### src/tpwm_pkg.sv
// Package: register map, field layout and constants of the PWM waveform unit
`default_nettype none
package tpwm_pkg;
  // Register offsets (byte addresses on the plain register port)
  localparam logic [3:0] ADDR_CTRL = 4'h0;
  localparam logic [3:0] ADDR_CMP = 4'h1;
  localparam logic [3:0] ADDR_CNT = 4'h2;
  localparam logic [3:0] ADDR_STAT = 4'h3;
  localparam logic [3:0] ADDR_MASK = 4'h4;
  localparam logic [3:0] ADDR_DIR = 4'h5;
  // Control register fields
  localparam int CTRL_WGM_LSB = 0;
  localparam int CTRL_COM_LSB = 3;
  localparam int CTRL_CS_LSB = 5;
  // Status bits
  localparam int STAT_OVF = 0;
  localparam int STAT_MATCH = 1;
  // Reset values
  localparam logic [7:0] CTRL_RST = 8'h00;
  localparam logic [7:0] CMP_RST = 8'h00;
  localparam logic [7:0] MASK_RST = 8'h00;
  // Waveform modes
  localparam logic [2:0] WGM_PC_FF = 3'h1;
  localparam logic [2:0] WGM_FAST_FF = 3'h3;
  localparam logic [2:0] WGM_PC_CMP = 3'h5;
  localparam logic [2:0] WGM_FAST_CMP = 3'h7;
  // Output modes
  localparam logic [1:0] COM_OFF = 2'h0;
  localparam logic [1:0] COM_TOGGLE = 2'h1;
  localparam logic [1:0] COM_NONINV = 2'h2;
  localparam logic [1:0] COM_INV = 2'h3;
  // Count extremes
  localparam logic [7:0] CNT_BOTTOM = 8'h00;
  localparam logic [7:0] CNT_MAX = 8'hFF;
  // Prescale divisors, clock select 1..7
  localparam int PRESC_1 = 1;
  localparam int PRESC_8 = 8;
  localparam int PRESC_32 = 32;
  localparam int PRESC_64 = 64;
  localparam int PRESC_128 = 128;
  localparam int PRESC_256 = 256;
  localparam int PRESC_1024 = 1024;
  localparam int PRESC_W = 10;
  typedef enum logic [1:0] {
    TPWM_UP = 2'b01,
    TPWM_DOWN = 2'b10
  } tpwm_dir_e;
endpackage : tpwm_pkg
`default_nettype wire

### src/tpwm_top.sv
// Top: 8-bit fast and phase-correct PWM waveform unit with register port
// Overview of operation
// RULE1: Fast mode counts to TOP, wraps BOTTOM
// RULE2: Fast mode sets overflow at TOP
// RULE3: Output mode 2 noninverted, 3 inverted
// RULE4: TOP is 0xFF (mode 3) or compare (7)
// RULE5: Pin driven only when direction is output
// RULE6: Fast mode: match sets/clears, wrap restores
// RULE7: Frequency is clock over prescale times 256
// RULE8: Compare at BOTTOM gives one-cycle spike
// RULE9: Compare at MAX gives constant level
// RULE10: Output mode 1 toggles on match; code toggles in fast modes only
// RULE11: Fast mode keeps compare double buffering
// RULE12: Modes 1 and 5 count up and down
// RULE13: Phase mode: clear up-match, set down-match
// RULE14: Phase mode holds TOP one tick, reverses
// RULE15: Phase mode sets overflow at BOTTOM; interrupts
// RULE16: Buffered compare loads at TOP or BOTTOM
`default_nettype none
module tpwm_top
  import tpwm_pkg::*;
(
  input wire logic i_sys_clk,
  input wire logic i_srst,
  input wire logic [3:0] i_addr,
  input wire logic [7:0] i_wdata,
  input wire logic i_wr,
  input wire logic i_rd,
  output logic [7:0] o_rdata,
  output logic o_irq,
  output logic o_pin_out,
  output logic o_pin_oe,
  output logic o_tick
);
  // ****************************************************************
  // Registers
  // ****************************************************************
  logic [7:0] ctrl_reg;
  logic [7:0] cmp_buf_reg;
  logic [7:0] cmp_reg;
  logic [7:0] cnt_reg;
  logic [1:0] stat_reg;
  logic [1:0] mask_reg;
  logic dir_out_reg;
  logic oc_reg;
  tpwm_dir_e dir_reg;
  logic [PRESC_W-1:0] presc_reg;
  logic tick;

  logic [2:0] wgm;
  logic [1:0] com;
  logic [2:0] cs;
  logic fast_mode;
  logic pc_mode;
  logic [7:0] top;
  logic at_top;
  logic match;
  logic wrap;
  logic ovf_ev;
  logic match_ev;
  logic upd_point;
  logic [PRESC_W-1:0] div_max;

  assign wgm = ctrl_reg[CTRL_WGM_LSB +: 3];
  assign com = ctrl_reg[CTRL_COM_LSB +: 2];
  assign cs = ctrl_reg[CTRL_CS_LSB +: 3];
  assign fast_mode = (wgm == WGM_FAST_FF) || (wgm == WGM_FAST_CMP);
  assign pc_mode = (wgm == WGM_PC_FF) || (wgm == WGM_PC_CMP); // RULE12
  // Modes 5 and 7 take TOP from the active compare
  assign top = wgm[2] ? cmp_reg : CNT_MAX; // RULE4
  assign at_top = (cnt_reg == top);
  assign match = (cnt_reg == cmp_reg);
  assign wrap = tick && fast_mode && at_top; // RULE1

  // ****************************************************************
  // Prescaler
  // ****************************************************************
  always_comb
  begin
    case (cs)
      3'h1: div_max = PRESC_W'(PRESC_1 - 1);
      3'h2: div_max = PRESC_W'(PRESC_8 - 1);
      3'h3: div_max = PRESC_W'(PRESC_32 - 1);
      3'h4: div_max = PRESC_W'(PRESC_64 - 1);
      3'h5: div_max = PRESC_W'(PRESC_128 - 1);
      3'h6: div_max = PRESC_W'(PRESC_256 - 1);
      3'h7: div_max = PRESC_W'(PRESC_1024 - 1);
      default: div_max = '0;
    endcase
  end

  // Clock select 0 stops the timer clock entirely
  assign tick = (cs != 3'h0) && (presc_reg >= div_max); // RULE7

  always_ff @(posedge i_sys_clk)
  begin
    if (i_srst || tick || cs == 3'h0)
      presc_reg <= '0;
    else
      presc_reg <= presc_reg + 1'b1;
  end

  always_ff @(posedge i_sys_clk)
  begin
    if (i_srst)
      o_tick <= 1'b0;
    else
      o_tick <= tick;
  end

  // ****************************************************************
  // Counter
  // ****************************************************************
  always_ff @(posedge i_sys_clk)
  begin
    if (i_srst)
    begin
      cnt_reg <= CNT_BOTTOM;
      dir_reg <= TPWM_UP;
    end
    else if (i_wr && i_addr == ADDR_CNT)
      cnt_reg <= i_wdata;
    else if (tick)
    begin
      if (fast_mode)
      begin
        if (at_top)
          cnt_reg <= CNT_BOTTOM; // RULE1
        else
          cnt_reg <= cnt_reg + 8'h01;
        dir_reg <= TPWM_UP;
      end
      else if (pc_mode)
      begin
        // TOP stands one tick: the turn steps straight down again
        if (dir_reg == TPWM_UP)
        begin
          if (at_top)
          begin
            dir_reg <= TPWM_DOWN; // RULE14
            if (cnt_reg != CNT_BOTTOM)
              cnt_reg <= cnt_reg - 8'h01;
          end
          else
            cnt_reg <= cnt_reg + 8'h01; // RULE12
        end
        else
        begin
          if (cnt_reg == CNT_BOTTOM || cnt_reg == 8'h01)
            dir_reg <= TPWM_UP;
          if (cnt_reg != CNT_BOTTOM)
            cnt_reg <= cnt_reg - 8'h01; // RULE12
        end
      end
      else
        cnt_reg <= cnt_reg + 8'h01;
    end
  end

  // ****************************************************************
  // Compare double buffer
  // ****************************************************************
  // Fast mode loads at BOTTOM, phase mode at TOP: no mid-period glitch
  assign upd_point = tick && (fast_mode ? at_top : (pc_mode ?
    (at_top && dir_reg == TPWM_UP) : 1'b1)); // RULE16

  always_ff @(posedge i_sys_clk)
  begin
    if (i_srst)
      cmp_buf_reg <= CMP_RST;
    else if (i_wr && i_addr == ADDR_CMP)
      cmp_buf_reg <= i_wdata;
  end

  always_ff @(posedge i_sys_clk)
  begin
    if (i_srst)
      cmp_reg <= CMP_RST;
    else if (upd_point)
      cmp_reg <= cmp_buf_reg; // RULE11 RULE16
  end

  // ****************************************************************
  // Waveform output
  // ****************************************************************
  always_ff @(posedge i_sys_clk)
  begin
    if (i_srst)
      oc_reg <= 1'b0;
    else if (tick)
    begin
      if (fast_mode)
      begin
        if (com == COM_TOGGLE)
        begin
          if (match)
            oc_reg <= ~oc_reg; // RULE10
        end
        // Wrap wins over a match so MAX gives a steady level
        else if (com != COM_OFF && at_top && !match)
          oc_reg <= (com == COM_NONINV); // RULE6 RULE9
        else if (com != COM_OFF && wrap)
          oc_reg <= (com == COM_NONINV); // RULE9
        else if (com != COM_OFF && match)
          oc_reg <= (com == COM_INV); // RULE3 RULE6 RULE8
      end
      else if (pc_mode && com[1] && match)
      begin
        // Up-match clears, down-match sets; inverted swaps
        // The turn at TOP counts as a down-match, so compare at TOP holds
        if (dir_reg == TPWM_UP && !at_top)
          oc_reg <= (com == COM_INV); // RULE13
        else
          oc_reg <= (com == COM_NONINV); // RULE13
      end
    end
  end

  always_ff @(posedge i_sys_clk)
  begin
    if (i_srst)
    begin
      o_pin_out <= 1'b0;
      o_pin_oe <= 1'b0;
    end
    else
    begin
      o_pin_out <= oc_reg;
      o_pin_oe <= dir_out_reg && (com != COM_OFF); // RULE5
    end
  end

  // ****************************************************************
  // Events and interrupt
  // ****************************************************************
  assign ovf_ev = tick && ((fast_mode && at_top) ||
    (pc_mode && dir_reg == TPWM_DOWN && cnt_reg == 8'h01) ||
    (!fast_mode && !pc_mode && cnt_reg == CNT_MAX)); // RULE2 RULE15
  assign match_ev = tick && match;

  // Hardware set wins over a write-one clear in the same cycle
  always_ff @(posedge i_sys_clk)
  begin
    if (i_srst)
      stat_reg <= '0;
    else
    begin
      stat_reg[STAT_OVF] <= ovf_ev || (stat_reg[STAT_OVF] &&
        !(i_wr && i_addr == ADDR_STAT && i_wdata[STAT_OVF]));
      stat_reg[STAT_MATCH] <= match_ev || (stat_reg[STAT_MATCH] &&
        !(i_wr && i_addr == ADDR_STAT && i_wdata[STAT_MATCH]));
    end
  end

  always_ff @(posedge i_sys_clk)
  begin
    if (i_srst)
      o_irq <= 1'b0;
    else
      o_irq <= |(stat_reg & mask_reg); // RULE15
  end

  // ****************************************************************
  // Register port
  // ****************************************************************
  always_ff @(posedge i_sys_clk)
  begin
    if (i_srst)
    begin
      ctrl_reg <= CTRL_RST;
      mask_reg <= MASK_RST[1:0];
      dir_out_reg <= 1'b0;
    end
    else if (i_wr)
    begin
      case (i_addr)
        ADDR_CTRL: ctrl_reg <= i_wdata;
        ADDR_MASK: mask_reg <= i_wdata[1:0];
        ADDR_DIR: dir_out_reg <= i_wdata[0];
        default: ;
      endcase
    end
  end

  always_ff @(posedge i_sys_clk)
  begin
    if (i_srst)
      o_rdata <= 8'h00;
    else if (i_rd)
    begin
      case (i_addr)
        ADDR_CTRL: o_rdata <= ctrl_reg;
        ADDR_CMP: o_rdata <= cmp_buf_reg;
        ADDR_CNT: o_rdata <= cnt_reg;
        ADDR_STAT: o_rdata <= {6'h00, stat_reg};
        ADDR_MASK: o_rdata <= {6'h00, mask_reg};
        ADDR_DIR: o_rdata <= {7'h00, dir_out_reg};
        default: o_rdata <= 8'h00;
      endcase
    end
    else
      o_rdata <= 8'h00;
  end

  // ****************************************************************
  // Checks
  // ****************************************************************
  a_fast_wrap: assert property (@(posedge i_sys_clk) disable iff (i_srst)
    wrap && !(i_wr && i_addr == ADDR_CNT) |=> cnt_reg == CNT_BOTTOM) // RULE1
    else $error("fast mode did not wrap");
  a_fast_ovf: assert property (@(posedge i_sys_clk) disable iff (i_srst)
    tick && fast_mode && at_top |=> stat_reg[STAT_OVF]) // RULE2
    else $error("overflow not set at top");
  a_top_full: assert property (@(posedge i_sys_clk) disable iff (i_srst)
    wgm == WGM_FAST_FF |-> top == CNT_MAX) // RULE4
    else $error("wrong top");
  a_pin_dir: assert property (@(posedge i_sys_clk) disable iff (i_srst)
    !dir_out_reg |=> !o_pin_oe) // RULE5
    else $error("pin driven as input");
  a_wrap_level: assert property (@(posedge i_sys_clk) disable iff (i_srst)
    wrap && com == COM_NONINV && !match |=> oc_reg) // RULE6
    else $error("wrap level wrong");
  a_pc_hold: assert property (@(posedge i_sys_clk) disable iff (i_srst)
    tick && pc_mode && dir_reg == TPWM_UP && at_top
      && cnt_reg != CNT_BOTTOM && !(i_wr && i_addr == ADDR_CNT)
    |=> dir_reg == TPWM_DOWN && cnt_reg == $past(cnt_reg) - 8'h01) // RULE14
    else $error("phase top not held");
  a_irq_level: assert property (@(posedge i_sys_clk) disable iff (i_srst)
    |(stat_reg & mask_reg) |=> o_irq) // RULE15
    else $error("interrupt missing");
  a_buf_hold: assert property (@(posedge i_sys_clk) disable iff (i_srst)
    !upd_point |=> cmp_reg == $past(cmp_reg)) // RULE16
    else $error("compare changed mid period");
  a_pc_ovf: assert property (@(posedge i_sys_clk) disable iff (i_srst)
    tick && pc_mode && dir_reg == TPWM_DOWN && cnt_reg == 8'h01
    |=> stat_reg[STAT_OVF]) // RULE15
    else $error("overflow not set at bottom");
  a_pc_bottom: assert property (@(posedge i_sys_clk) disable iff (i_srst)
    tick && pc_mode && dir_reg == TPWM_DOWN && cnt_reg == 8'h01
      && !(i_wr && i_addr == ADDR_CNT)
    |=> cnt_reg == CNT_BOTTOM && dir_reg == TPWM_UP) // RULE12
    else $error("phase bottom not turned");
  a_fast_clear: assert property (@(posedge i_sys_clk) disable iff (i_srst)
    tick && fast_mode && com == COM_NONINV && match && !at_top
    |=> !oc_reg) // RULE3 RULE6
    else $error("noninverted match did not clear");
  a_fast_set: assert property (@(posedge i_sys_clk) disable iff (i_srst)
    tick && fast_mode && com == COM_INV && match && !at_top
    |=> oc_reg) // RULE3
    else $error("inverted match did not set");
  a_toggle_match: assert property (@(posedge i_sys_clk) disable iff (i_srst)
    tick && fast_mode && com == COM_TOGGLE && match
    |=> oc_reg != $past(oc_reg)) // RULE10
    else $error("toggle missing on match");
  a_pc_up_clear: assert property (@(posedge i_sys_clk) disable iff (i_srst)
    tick && pc_mode && com == COM_NONINV && match
      && dir_reg == TPWM_UP && !at_top
    |=> !oc_reg) // RULE13
    else $error("phase up-match did not clear");
  a_pc_down_set: assert property (@(posedge i_sys_clk) disable iff (i_srst)
    tick && pc_mode && com == COM_NONINV && match
      && dir_reg == TPWM_DOWN
    |=> oc_reg) // RULE13
    else $error("phase down-match did not set");
  a_irq_clear: assert property (@(posedge i_sys_clk) disable iff (i_srst)
    !(|(stat_reg & mask_reg)) |=> !o_irq) // RULE15
    else $error("interrupt without masked status");
  a_cmp_load: assert property (@(posedge i_sys_clk) disable iff (i_srst)
    upd_point |=> cmp_reg == $past(cmp_buf_reg)) // RULE11 RULE16
    else $error("buffered compare not loaded");
  a_oe_off: assert property (@(posedge i_sys_clk) disable iff (i_srst)
    com == COM_OFF |=> !o_pin_oe) // RULE5
    else $error("pin driven with output off");
  c_fast_wrap: cover property (@(posedge i_sys_clk) wrap);
  c_pc_turn: cover property (@(posedge i_sys_clk)
    tick && pc_mode && at_top);
  c_irq: cover property (@(posedge i_sys_clk) o_irq);
  c_pc_ovf: cover property (@(posedge i_sys_clk)
    tick && pc_mode && dir_reg == TPWM_DOWN && cnt_reg == 8'h01);
  c_toggle: cover property (@(posedge i_sys_clk)
    tick && fast_mode && com == COM_TOGGLE && match);
endmodule : tpwm_top
`default_nettype wire

### config.mk
export PLATFORM = sky130hd
export DESIGN_NAME = tpwm_top
export DESIGN_NICKNAME = d
export VERILOG_FILES = /design/src/tpwm_pkg.sv /design/src/tpwm_top.sv
export SDC_FILE = /design/constraint.sdc
export NUM_CORES = 1
export LEC_CHECK = 0
export BUFFER_PORTS_ARGS = -buffer_cell sky130_fd_sc_hd__buf_4
export CORE_ASPECT_RATIO = 0.9
export CORE_MARGIN = 4
export CORE_UTILIZATION = 45
export CTS_CLUSTER_DIAMETER = 100
export DETAILED_ROUTE_END_ITERATION = 16
export PLACE_DENSITY = 0.63
export SKIP_LAST_GASP = 1
export SYNTH_ARGS = -nofsm -noshare
export SYNTH_HDL_FRONTEND = slang
export SYNTH_SLANG_ARGS = --single-unit
### constraint.sdc
create_clock -name i_sys_clk -period 2.9 [get_ports i_sys_clk]
set_input_delay 0.58 -clock i_sys_clk [delete_from_list [all_inputs] [get_ports i_sys_clk]]
set_output_delay 0.58 -clock i_sys_clk [all_outputs]
set_load 0.05 [all_outputs]
==> results.md, run 1 <==
- Status: finished clean
- Die W: between 100 and 150 um
- Port bufs: 27
- Slew Limit Fails: 0
- Final WL: ~9.3 mm
- Max-slew headroom: about two thirds
- Final instance area: between 3000 and 4000 um^2
- Max Clock Freq: between 0.3 and 0.4 GHz
- Crit path from: cnt_reg[4]$_SDFFE_PP0P_
- Root buf cell: clkbuf_8
- Tot Pwr: 1.72 mW
- Die H: about 90 um
- Hold Crit Class: reg2reg
- Reg2reg end: cnt_reg[3]$_SDFFE_PP0P_
- Reg clk slew, reported paths: about 0.070 ns
- EDFF count, synth: 0
- Via count: ~3200
- Worst EP required: about 3.2 ns
- Post-synthesis register bit count: 62
- Worst R2R Path Depth: 8
- Global-route wire length before repair: roughly 15 mm
- Final core occ: a little over half
- Number of global-route vias before repair: just over 3000
- Netlist area before placement: around 3500 um^2
- Htree depth: 3
- Clock Path Buffers: 2
- Die area: about 9100 um^2
- Number of vias per cell: between 5 and 6
- Fill cell count: 729
- Seq/Total Area, Yosys: a little over a third
- GRT Util Overall: roughly a fifth
- Worst r2r src: cnt_reg[4]$_SDFFE_PP0P_
- MaxCap Viol Count: 0
- Post-DP Area: about 3800 um^2
- Non-filler instance count after layout: approximately 560
- Grt ovf: 0
- Max FFs per register: 10
- Syn avg cell area: about 8.1 um^2
- Residual DRC: 0
- YS warnings: 0
- DR iter-0 viols: 292
- Cts bufs inserted: 9
- RSZ-0062 raised after global routing: no
- Slew @ Worst Pin: between 0.5 and 0.6 ns
- Antenna violations before repair: 0
- FP Rows: 30
- Ports: 28
- Fraction of layout cells with a size suffix above 1: between 10% and 20%
- RePlAce Congestion: between 0.8 and 0.9
- Clock skew: between 0.005 and 0.006 ns
- Critical Path End: cnt_reg[3]$_SDFFE_PP0P_
- Cells after Synth: ~430
- Largest net degree at the start of global routing: 46
- Final setup viols: 0
- Startpoint types: flip-flop
- # placed instances: 539
- Top_reg_cell synth: dfxtp_1
- Insertion delay of the later-clocked pin in the worst-skew pair: 0.35 ns
- ANT cells: 0
- Total iterations of the first detailed-routing run: 5
- Core ar.: about 7500 um^2
- CTS tree: built
- Async SR Flop Fraction: 0%
- Critical Path AT: slightly below 3 ns
- Initial Utilization: a little under half
- Antenna viol nets, final: 0
- Most common cell after layout, fill and taps aside: nor2_1
- P_leak: about 1.6 nW
- Final worst-path cycle share: just over 90%
- Most frequent cells in the layout: nor2_1 (66), dfxtp_1 (62), buf_4 (43), nand2_1 (35), nand3_1 (33)
- Dpl hpwl: 6.82 mm
- Synth unique cells: a little over 60
- Post-CTS Setup Repair Bufs: 0
- Crit path capture type: flip-flop
- Total Neg Setup Slack: 0 ns
- Hold Buf Count CTS: 0
- Crit path kind: reg2reg
- Power per cell area: 435 nW/um^2
- Post-synthesis net count: ~460
- Fin crit period: around 2.7 ns
- Crit path max fanout: 11
- Wire per inst: 16.7 um
- Clk sinks: 62
- R2r setup slk: about 0.21 ns
- Area Growth Syn to Fin: 14.4%
- Nets: 485
- Post-CTS Resized: 0
- VDD IR max: ~220 uV
- Final Hold Vio Count: 0
## synthesized netlist by cell type (all sizes together) (9+ instances only)
master,count,area [um^2]
nor2,66,248
dfxtp,62,1240
nand2,35,131
nand3,33,165
a21oi,32,175
mux2i,21,210
clkbuf,18,67.6
ha,15,188
inv,15,56.3
o21ai,9,48.8
## layer usage
| layer | up-vias | wire [um] | GRT usage, % |
|---|---|---|---|
| met3 | 9 | 614 | 6.45 |
| met2 | 108 | 4240 | 32.0 |
| li1 | 1558 | - | - |
| met1 | 1487 | 4310 | 28.7 |
| met4 | 0 | 105 | 6.62 |
| met5 | - | 0 | 0 |
## kinds of logic (layout without fill, tap and decap cells)
| logic type | count (synthesis) | count (layout) | synth area share [%] |
|---|---|---|---|
| AOI/OAI and AO/OA | 84 | 84 | 16.8 |
| xor gates and xnor gates | 15 | 15 | 3.80 |
| adders and majority gates | 15 | 15 | 5.43 |
| buffers and inverters | 41 | 74 | 5.07 |
| DFF | 62 | 62 | 35.9 |
| muxes | 25 | 25 | 7.71 |
| and+or+nand+nor | 184 | 184 | 25.2 |
## per-stage QoR
| stage | setup slack [ns] | hold WS, ns |
|---|---|---|
| after global routing | 0.0197 | 0.494 |
| after CTS | 0.174 | 0.482 |
| after global placement | 0.223 | 0.456 |
| after floorplan | 0.00469 | 0.437 |
| final | 0.205 | 0.480 |
| after detailed placement | 0.210 | 0.469 |
## area by class of cell
class | instances | area (um^2) | area share [%]
sequential | 62 | 1240 | 31.4
clock inverter | 4 | 22.5 | 0.570
timing repair buffer | 43 | 323 | 8.17
inverter | 15 | 56.3 | 1.42
tap | 96 | 120 | 3.04
clock buffer | 12 | 145 | 3.67
multi-input combinational | 323 | 2040 | 51.7
## worst max-delay path, cell delays in order (launching register included)
cell and delay, ns:
dfxtp_1 0.58, nor2b_1 0.11, a2111oi_2 0.40, nand3_1 0.18, a221o_1 0.48, a21oi_4 0.23
o311a_1 0.19, a2111oi_1 0.06, a2111oi_2 0.36
## how the worst min path moves through the flow
| stage | from | end | depth (start not counted) |
|---|---|---|---|
| 2_1_floorplan | presc_reg[0]$_SDFF_PP0_ | presc_reg[0]$_SDFF_PP0_ | 1 |
| 3_3_place_gp | presc_reg[0]$_SDFF_PP0_ | presc_reg[0]$_SDFF_PP0_ | 1 |
| 3_5_place_dp | presc_reg[0]$_SDFF_PP0_ | presc_reg[0]$_SDFF_PP0_ | 1 |
| 4_1_cts | cmp_buf_reg[2]$_SDFFE_PP0P_ | cmp_buf_reg[2]$_SDFFE_PP0P_ | 2 |
| 5_1_grt | oc_reg$_SDFFE_PP0P_ | o_pin_out$_SDFF_PP0_ | 1 |
| 6_report | presc_reg[0]$_SDFF_PP0_ | presc_reg[0]$_SDFF_PP0_ | 1 |
## report_power, final
part           internal, mW  total (mW)  switching [mW]
sequential            0.859       0.872          0.0132
clock                 0.329       0.676           0.347
combinational        0.0673       0.169           0.102
No activity file was read; power rests on OpenSTA's default activity.
==> inputs of run 2 (changes only) <==
--- a/config.mk
+++ b/config.mk
@@ -11,7 +11,7 @@
 export CORE_UTILIZATION = 45
 export CTS_CLUSTER_DIAMETER = 100
 export DETAILED_ROUTE_END_ITERATION = 16
-export PLACE_DENSITY = 0.63
+export PLACE_DENSITY = 0.73
 export SKIP_LAST_GASP = 1
 export SYNTH_ARGS = -nofsm -noshare
 export SYNTH_HDL_FRONTEND = slang
==> results.md, run 2 (synthesized netlist as in run 1, its figures left out) <==
- Status: finished clean
- Final Hold Vio Count: 0
- Die W: about 100 um
- Htree depth: 3
- Clock Path Buffers: 2
- Crit path from: cnt_reg[3]$_SDFFE_PP0P_
- MaxCap Viol Count: 0
- Final WL: approximately 9.4 mm
- Nets: 485
- Total iterations of the first detailed-routing run: 6
- Initial Utilization: a little under half
- Most frequent cells in the layout: nor2_1 (66), dfxtp_1 (59), buf_4 (43), nand2_1 (35), nand3_1 (33)
- Worst r2r src: cnt_reg[3]$_SDFFE_PP0P_
- Ports: 28
- Critical Path AT: between 2 and 3 ns
- Most common cell after layout, fill and taps aside: nor2_1
- Worst setup margin: 0.171 ns
- Dpl ws: 0.0903 ns
- Total Neg Setup Slack: 0 ns
- HP Start: cmp_buf_reg[1]$_SDFFE_PP0P_
- Max Clock Freq: about 0.37 GHz
- Final core occ: a little over half
- ANT cells: 0
- Power per cell area: a little under 500 nW/um^2
- Final setup viols: 0
- Wire per inst: between 15 and 20 um
- Port bufs: 27
- VDD IR max: about 340 uV
- Residual DRC: 0
- Clk sinks: 62
- GRT Util Overall: 21.4%
- Fin crit period: between 2 and 3 ns
- Reg clk slew, reported paths: around 0.07 ns
- Antenna viol nets, final: 0
- Via count: between 3000 and 4000
- Hold slack: slightly below 0.5 ns
- Crit path capture type: flip-flop
- Max-slew headroom: 54.8%
- Area Growth Syn to Fin: 17.0%
- CTS tree: built
- Slew @ Worst Pin: 0.675 ns
- Insertion delay of the later-clocked pin in the worst-skew pair: 0.34 ns
- Fraction of layout cells with a size suffix above 1: about 17%
- Clock skew: 0.00886 ns
- Grt ovf: 0
- DR iter-0 viols: 268
- P_leak: 1.62 nW
- Slew Limit Fails: 0
- Hold Buf Count CTS: 0
- Die area: slightly above 9000 um^2
- Crit path max fanout: 14
- RePlAce Congestion: about 0.98
- Dpl hpwl: a little under 7 mm
- FP Rows: 30
- Core ar.: 7510 um^2
- Number of vias per cell: ~6
- Hold Crit Class: reg2reg
- Largest net degree at the start of global routing: 46
- Global-route wire length before repair: between 15 and 20 mm
- Number of global-route vias before repair: 3168
- Antenna violations before repair: 0
- Crit path kind: reg2reg
- Worst EP required: approximately 3.1 ns
- Cts bufs inserted: 9
- Final worst-path cycle share: between 90% and 100%
- Max FFs per register: 10
- Die H: just over 90 um
- Root buf cell: clkbuf_8
- RSZ-0062 raised after global routing: no
- Post-CTS Setup Repair Bufs: 0
- Startpoint types: flip-flop
==> run 2: report_power, final <==
group | switching (mW) | internal (mW) | total [mW]
combinational | 0.105 | 0.0677 | 0.173
clock | 0.341 | 0.596 | 0.937
sequential | 0.0131 | 0.859 | 0.872
==> run 2: through the flow <==
step | instances | area [um^2] | total power, mW
after floorplan | 426 | 3450 | 1.00
after global placement | 539 | 3780 | 1.06
after detailed placement | 539 | 3780 | 1.06
after CTS | 555 | 4030 | 2.00
after global routing | 555 | 4040 | 2.05
final | 555 | 4040 | 1.98
==> run 2: worst paths after layout <==
path / slack (ns) / to / cells past startpoint
setup / recovery: 0.17 / cnt_reg[3]$_SDFFE_PP0P_ / 8
hold / removal: 0.49 / cmp_buf_reg[1]$_SDFFE_PP0P_ / 2
setup reg to reg: 0.17 / cnt_reg[3]$_SDFFE_PP0P_ / 8
hold reg to reg: 0.49 / cmp_buf_reg[1]$_SDFFE_PP0P_ / 2
==> run 2: worst max-delay path, cell delays in order (launching register included) <==
cell,delay (ns)
dfxtp_1,0.59
nand4_1,0.29
o2bb2ai_1,0.23
nand3_1,0.14
a221o_1,0.51
a21oi_4,0.23
o311a_1,0.20
a2111oi_1,0.06
a2111oi_2,0.37
==> run 2: metal layers <==
layer | vias to the layer above | track usage (%) | wire, um
met1 | 1564 | 29.5 | 4200
met2 | 156 | 32.1 | 4280
li1 | 1556 | - | -
met3 | 24 | 5.07 | 679
met4 | 0 | 7.97 | 195
met5 | - | 0 | 0
==> run 2: final cells by class <==
| type | instances | area [um^2] |
|---|---|---|
| clock buffers | 11 | 141 |
| clock inverters | 5 | 106 |
| fillers | 689 | 3470 |
| inverters | 15 | 56.3 |
| multi-input cells | 323 | 2050 |
| flip-flops and latches | 62 | 1240 |
| well taps | 96 | 120 |
| repair buffers | 43 | 323 |
==> run 2: timing repair <==
| item | 4_1_cts | 5_1_grt |
|---|---|---|
| endpoints found under the setup margin | 0 | 11 |
| resized for setup | 0 | 4 |
| hold endpoints to repair | 0 | 0 |
==> inputs of run 3 (changes only) <==
--- a/config.mk
+++ b/config.mk
@@ -11,7 +11,7 @@
 export CORE_UTILIZATION = 45
 export CTS_CLUSTER_DIAMETER = 100
 export DETAILED_ROUTE_END_ITERATION = 16
-export PLACE_DENSITY = 0.73
+export PLACE_DENSITY = 0.71
 export SKIP_LAST_GASP = 1
 export SYNTH_ARGS = -nofsm -noshare
 export SYNTH_HDL_FRONTEND = slang
==> constraint.sdc (replaced) <==
create_clock -name i_sys_clk -period 3.45 [get_ports i_sys_clk]
set_input_delay 0.69 -clock i_sys_clk [delete_from_list [all_inputs] [get_ports i_sys_clk]]
set_output_delay 0.69 -clock i_sys_clk [all_outputs]
set_load 0.05 [all_outputs]
==> results.md, run 3 (synthesized netlist as in run 1, its figures left out) <==
- Post-CTS Resized: 0
- P_leak: ~1.5 nW
- Hold Buf Count CTS: 0
- Area Growth Syn to Fin: 13.4%
- Via count: 3173
- Max incr delay on CP: 0.38 ns
- Number of global-route vias before repair: approximately 3000
- Max Clock Freq: between 0.3 and 0.4 GHz
- Most common cell after layout, fill and taps aside: nor2_1
- Ports: 28
- Final Hold Vio Count: 0
- Post-DP Area: 3710 um^2
- Hold Crit Class: reg2reg
- Cell family contributing the most delay on the critical path: compound AO/OA/AOI/OAI gates
- Cts bufs inserted: 9
- Clk sinks: 62
- Total iterations of the first detailed-routing run: 7
- FP Rows: 30
- Startpoint types: flip-flop
- RSZ-0062 raised after global routing: no
- Worst EP required: ~3.7 ns
- MaxCap Viol Count: 0
- Final worst-path cycle share: 80.1%
- Status: finished clean
- Post-CTS Setup Repair Bufs: 0
- Wire per inst: ~16 um
- Max-slew headroom: 57.5%
- Final WL: about 8.9 mm
- Die H: ~91 um
- Slew @ Worst Pin: 0.635 ns
- Die area: 9140 um^2
- Antenna viol nets, final: 0
- Final instance area: about 3900 um^2
- Initial Utilization: a little under half
- CP bufs+invs: 1
- Hold slack: around 0.47 ns
- Die W: approximately 100 um
- Slowest CP cell: dfxtp_1
- ANT cells: 0
- Total Neg Setup Slack: 0 ns
- Global-route wire length before repair: around 15 mm
- Final core occ: 52.2%
- Clock skew: 0.0128 ns
- Crit path capture type: flip-flop
- Crit-path cells: or2_2 -> ha_1 -> nand2b_1 -> a211oi_1 -> nor3_1 -> o31ai_1 -> buf_4 -> a21o_1 -> mux2i_1 -> nor2_1
- Power per cell area: between 300 and 400 nW/um^2
- Grt ovf: 0
- Max FFs per register: 10
- Crit path kind: reg2reg
- RePlAce Congestion: 0.940
- Largest net degree at the start of global routing: 46
- Clock Path Buffers: 2
- Core ar.: ~7500 um^2
- Nets: 475
- Residual DRC: 0
- Crit path max fanout: 12
- Final setup viols: 0
- Most frequent cells in the layout: nor2_1 (66), dfxtp_1 (62), nand2_1 (35), nand3_1 (33), buf_4 (33)
- VDD IR max: 266 uV
- Insertion delay of the later-clocked pin in the worst-skew pair: roughly 0.34 ns
- Fraction of layout cells with a size suffix above 1: between 10% and 20%
- CTS tree: built
- GRT Util Overall: around a fifth
- Critical Path AT: 2.97 ns
- Dpl hpwl: around 6.6 mm
- Htree depth: 3
- Antenna violations before repair: 0
- DR iter-0 viols: 250
- Tot Pwr: between 1.5 and 2 mW
- Slew Limit Fails: 0
- Reg clk slew, reported paths: roughly 0.070 ns
- Port bufs: 27
- Number of vias per cell: 5.82
- Fin crit period: between 2 and 3 ns
- Root buf cell: clkbuf_8
==> run 3: cell types whose count changed in the layout (fill, tap and decap cells not counted), sizes merged <==
| cell | previous run | this run |
|---|---|---|
| clkbuf | 11 | 12 |
| inv | 15 | 16 |
| clkinvlp | 1 | 2 |
| buf | 43 | 33 |
| clkinv | 1 | 0 |
| bufinv | 3 | 1 |
==> run 3: report_power, final <==
group | internal (mW) | switching (mW)
combinational | 0.0537 | 0.0838
sequential | 0.722 | 0.0121
clock | 0.376 | 0.293
==> run 3: cell type report <==
| type | instances | area [um^2] |
|---|---|---|
| flip-flops and latches | 62 | 1240 |
| clock inverters | 4 | 53.8 |
| multi-input cells | 323 | 2040 |
| inverters | 15 | 56.3 |
| well taps | 96 | 120 |
| fillers | 743 | 3590 |
| clock buffers | 12 | 155 |
| repair buffers | 33 | 248 |
==> run 3: path summary, 6_finish.rpt <==
check,start,slack (ns),to,depth (start not counted)
max,ctrl_reg[7]$_SDFFE_PP0P_,0.69,cmp_reg[7]$_SDFFE_PP0P_,10
min,cmp_buf_reg[3]$_SDFFE_PP0P_,0.47,cmp_buf_reg[3]$_SDFFE_PP0P_,2
max reg2reg,ctrl_reg[7]$_SDFFE_PP0P_,0.69,cmp_reg[7]$_SDFFE_PP0P_,10
min reg2reg,cmp_buf_reg[3]$_SDFFE_PP0P_,0.47,cmp_buf_reg[3]$_SDFFE_PP0P_,2
==> run 3: metrics by stage <==
step | setup slack [ns] | std cells
floorplan | 0.555 | 426
global placement | 0.805 | 529
detailed placement | 0.741 | 529
CTS | 0.690 | 545
global route | 0.473 | 545
finish | 0.687 | 545
==> run 3: tightest hold or removal path, cell delays in order, from the launching register on <==
cell     delay [ns]
dfxtp_1        0.32
nand2_1        0.06
a21oi_1        0.05
==> run 3: per-layer routing <==
layer / wire length, um / GRT usage [%] / share of wire, %
met1: 4060 / 27.9 / 45
met2: 4010 / 30.7 / 45
met3: 735 / 6.91 / 8.2
met5: 0 / 0 / 0
met4: 127 / 6.17 / 1.4
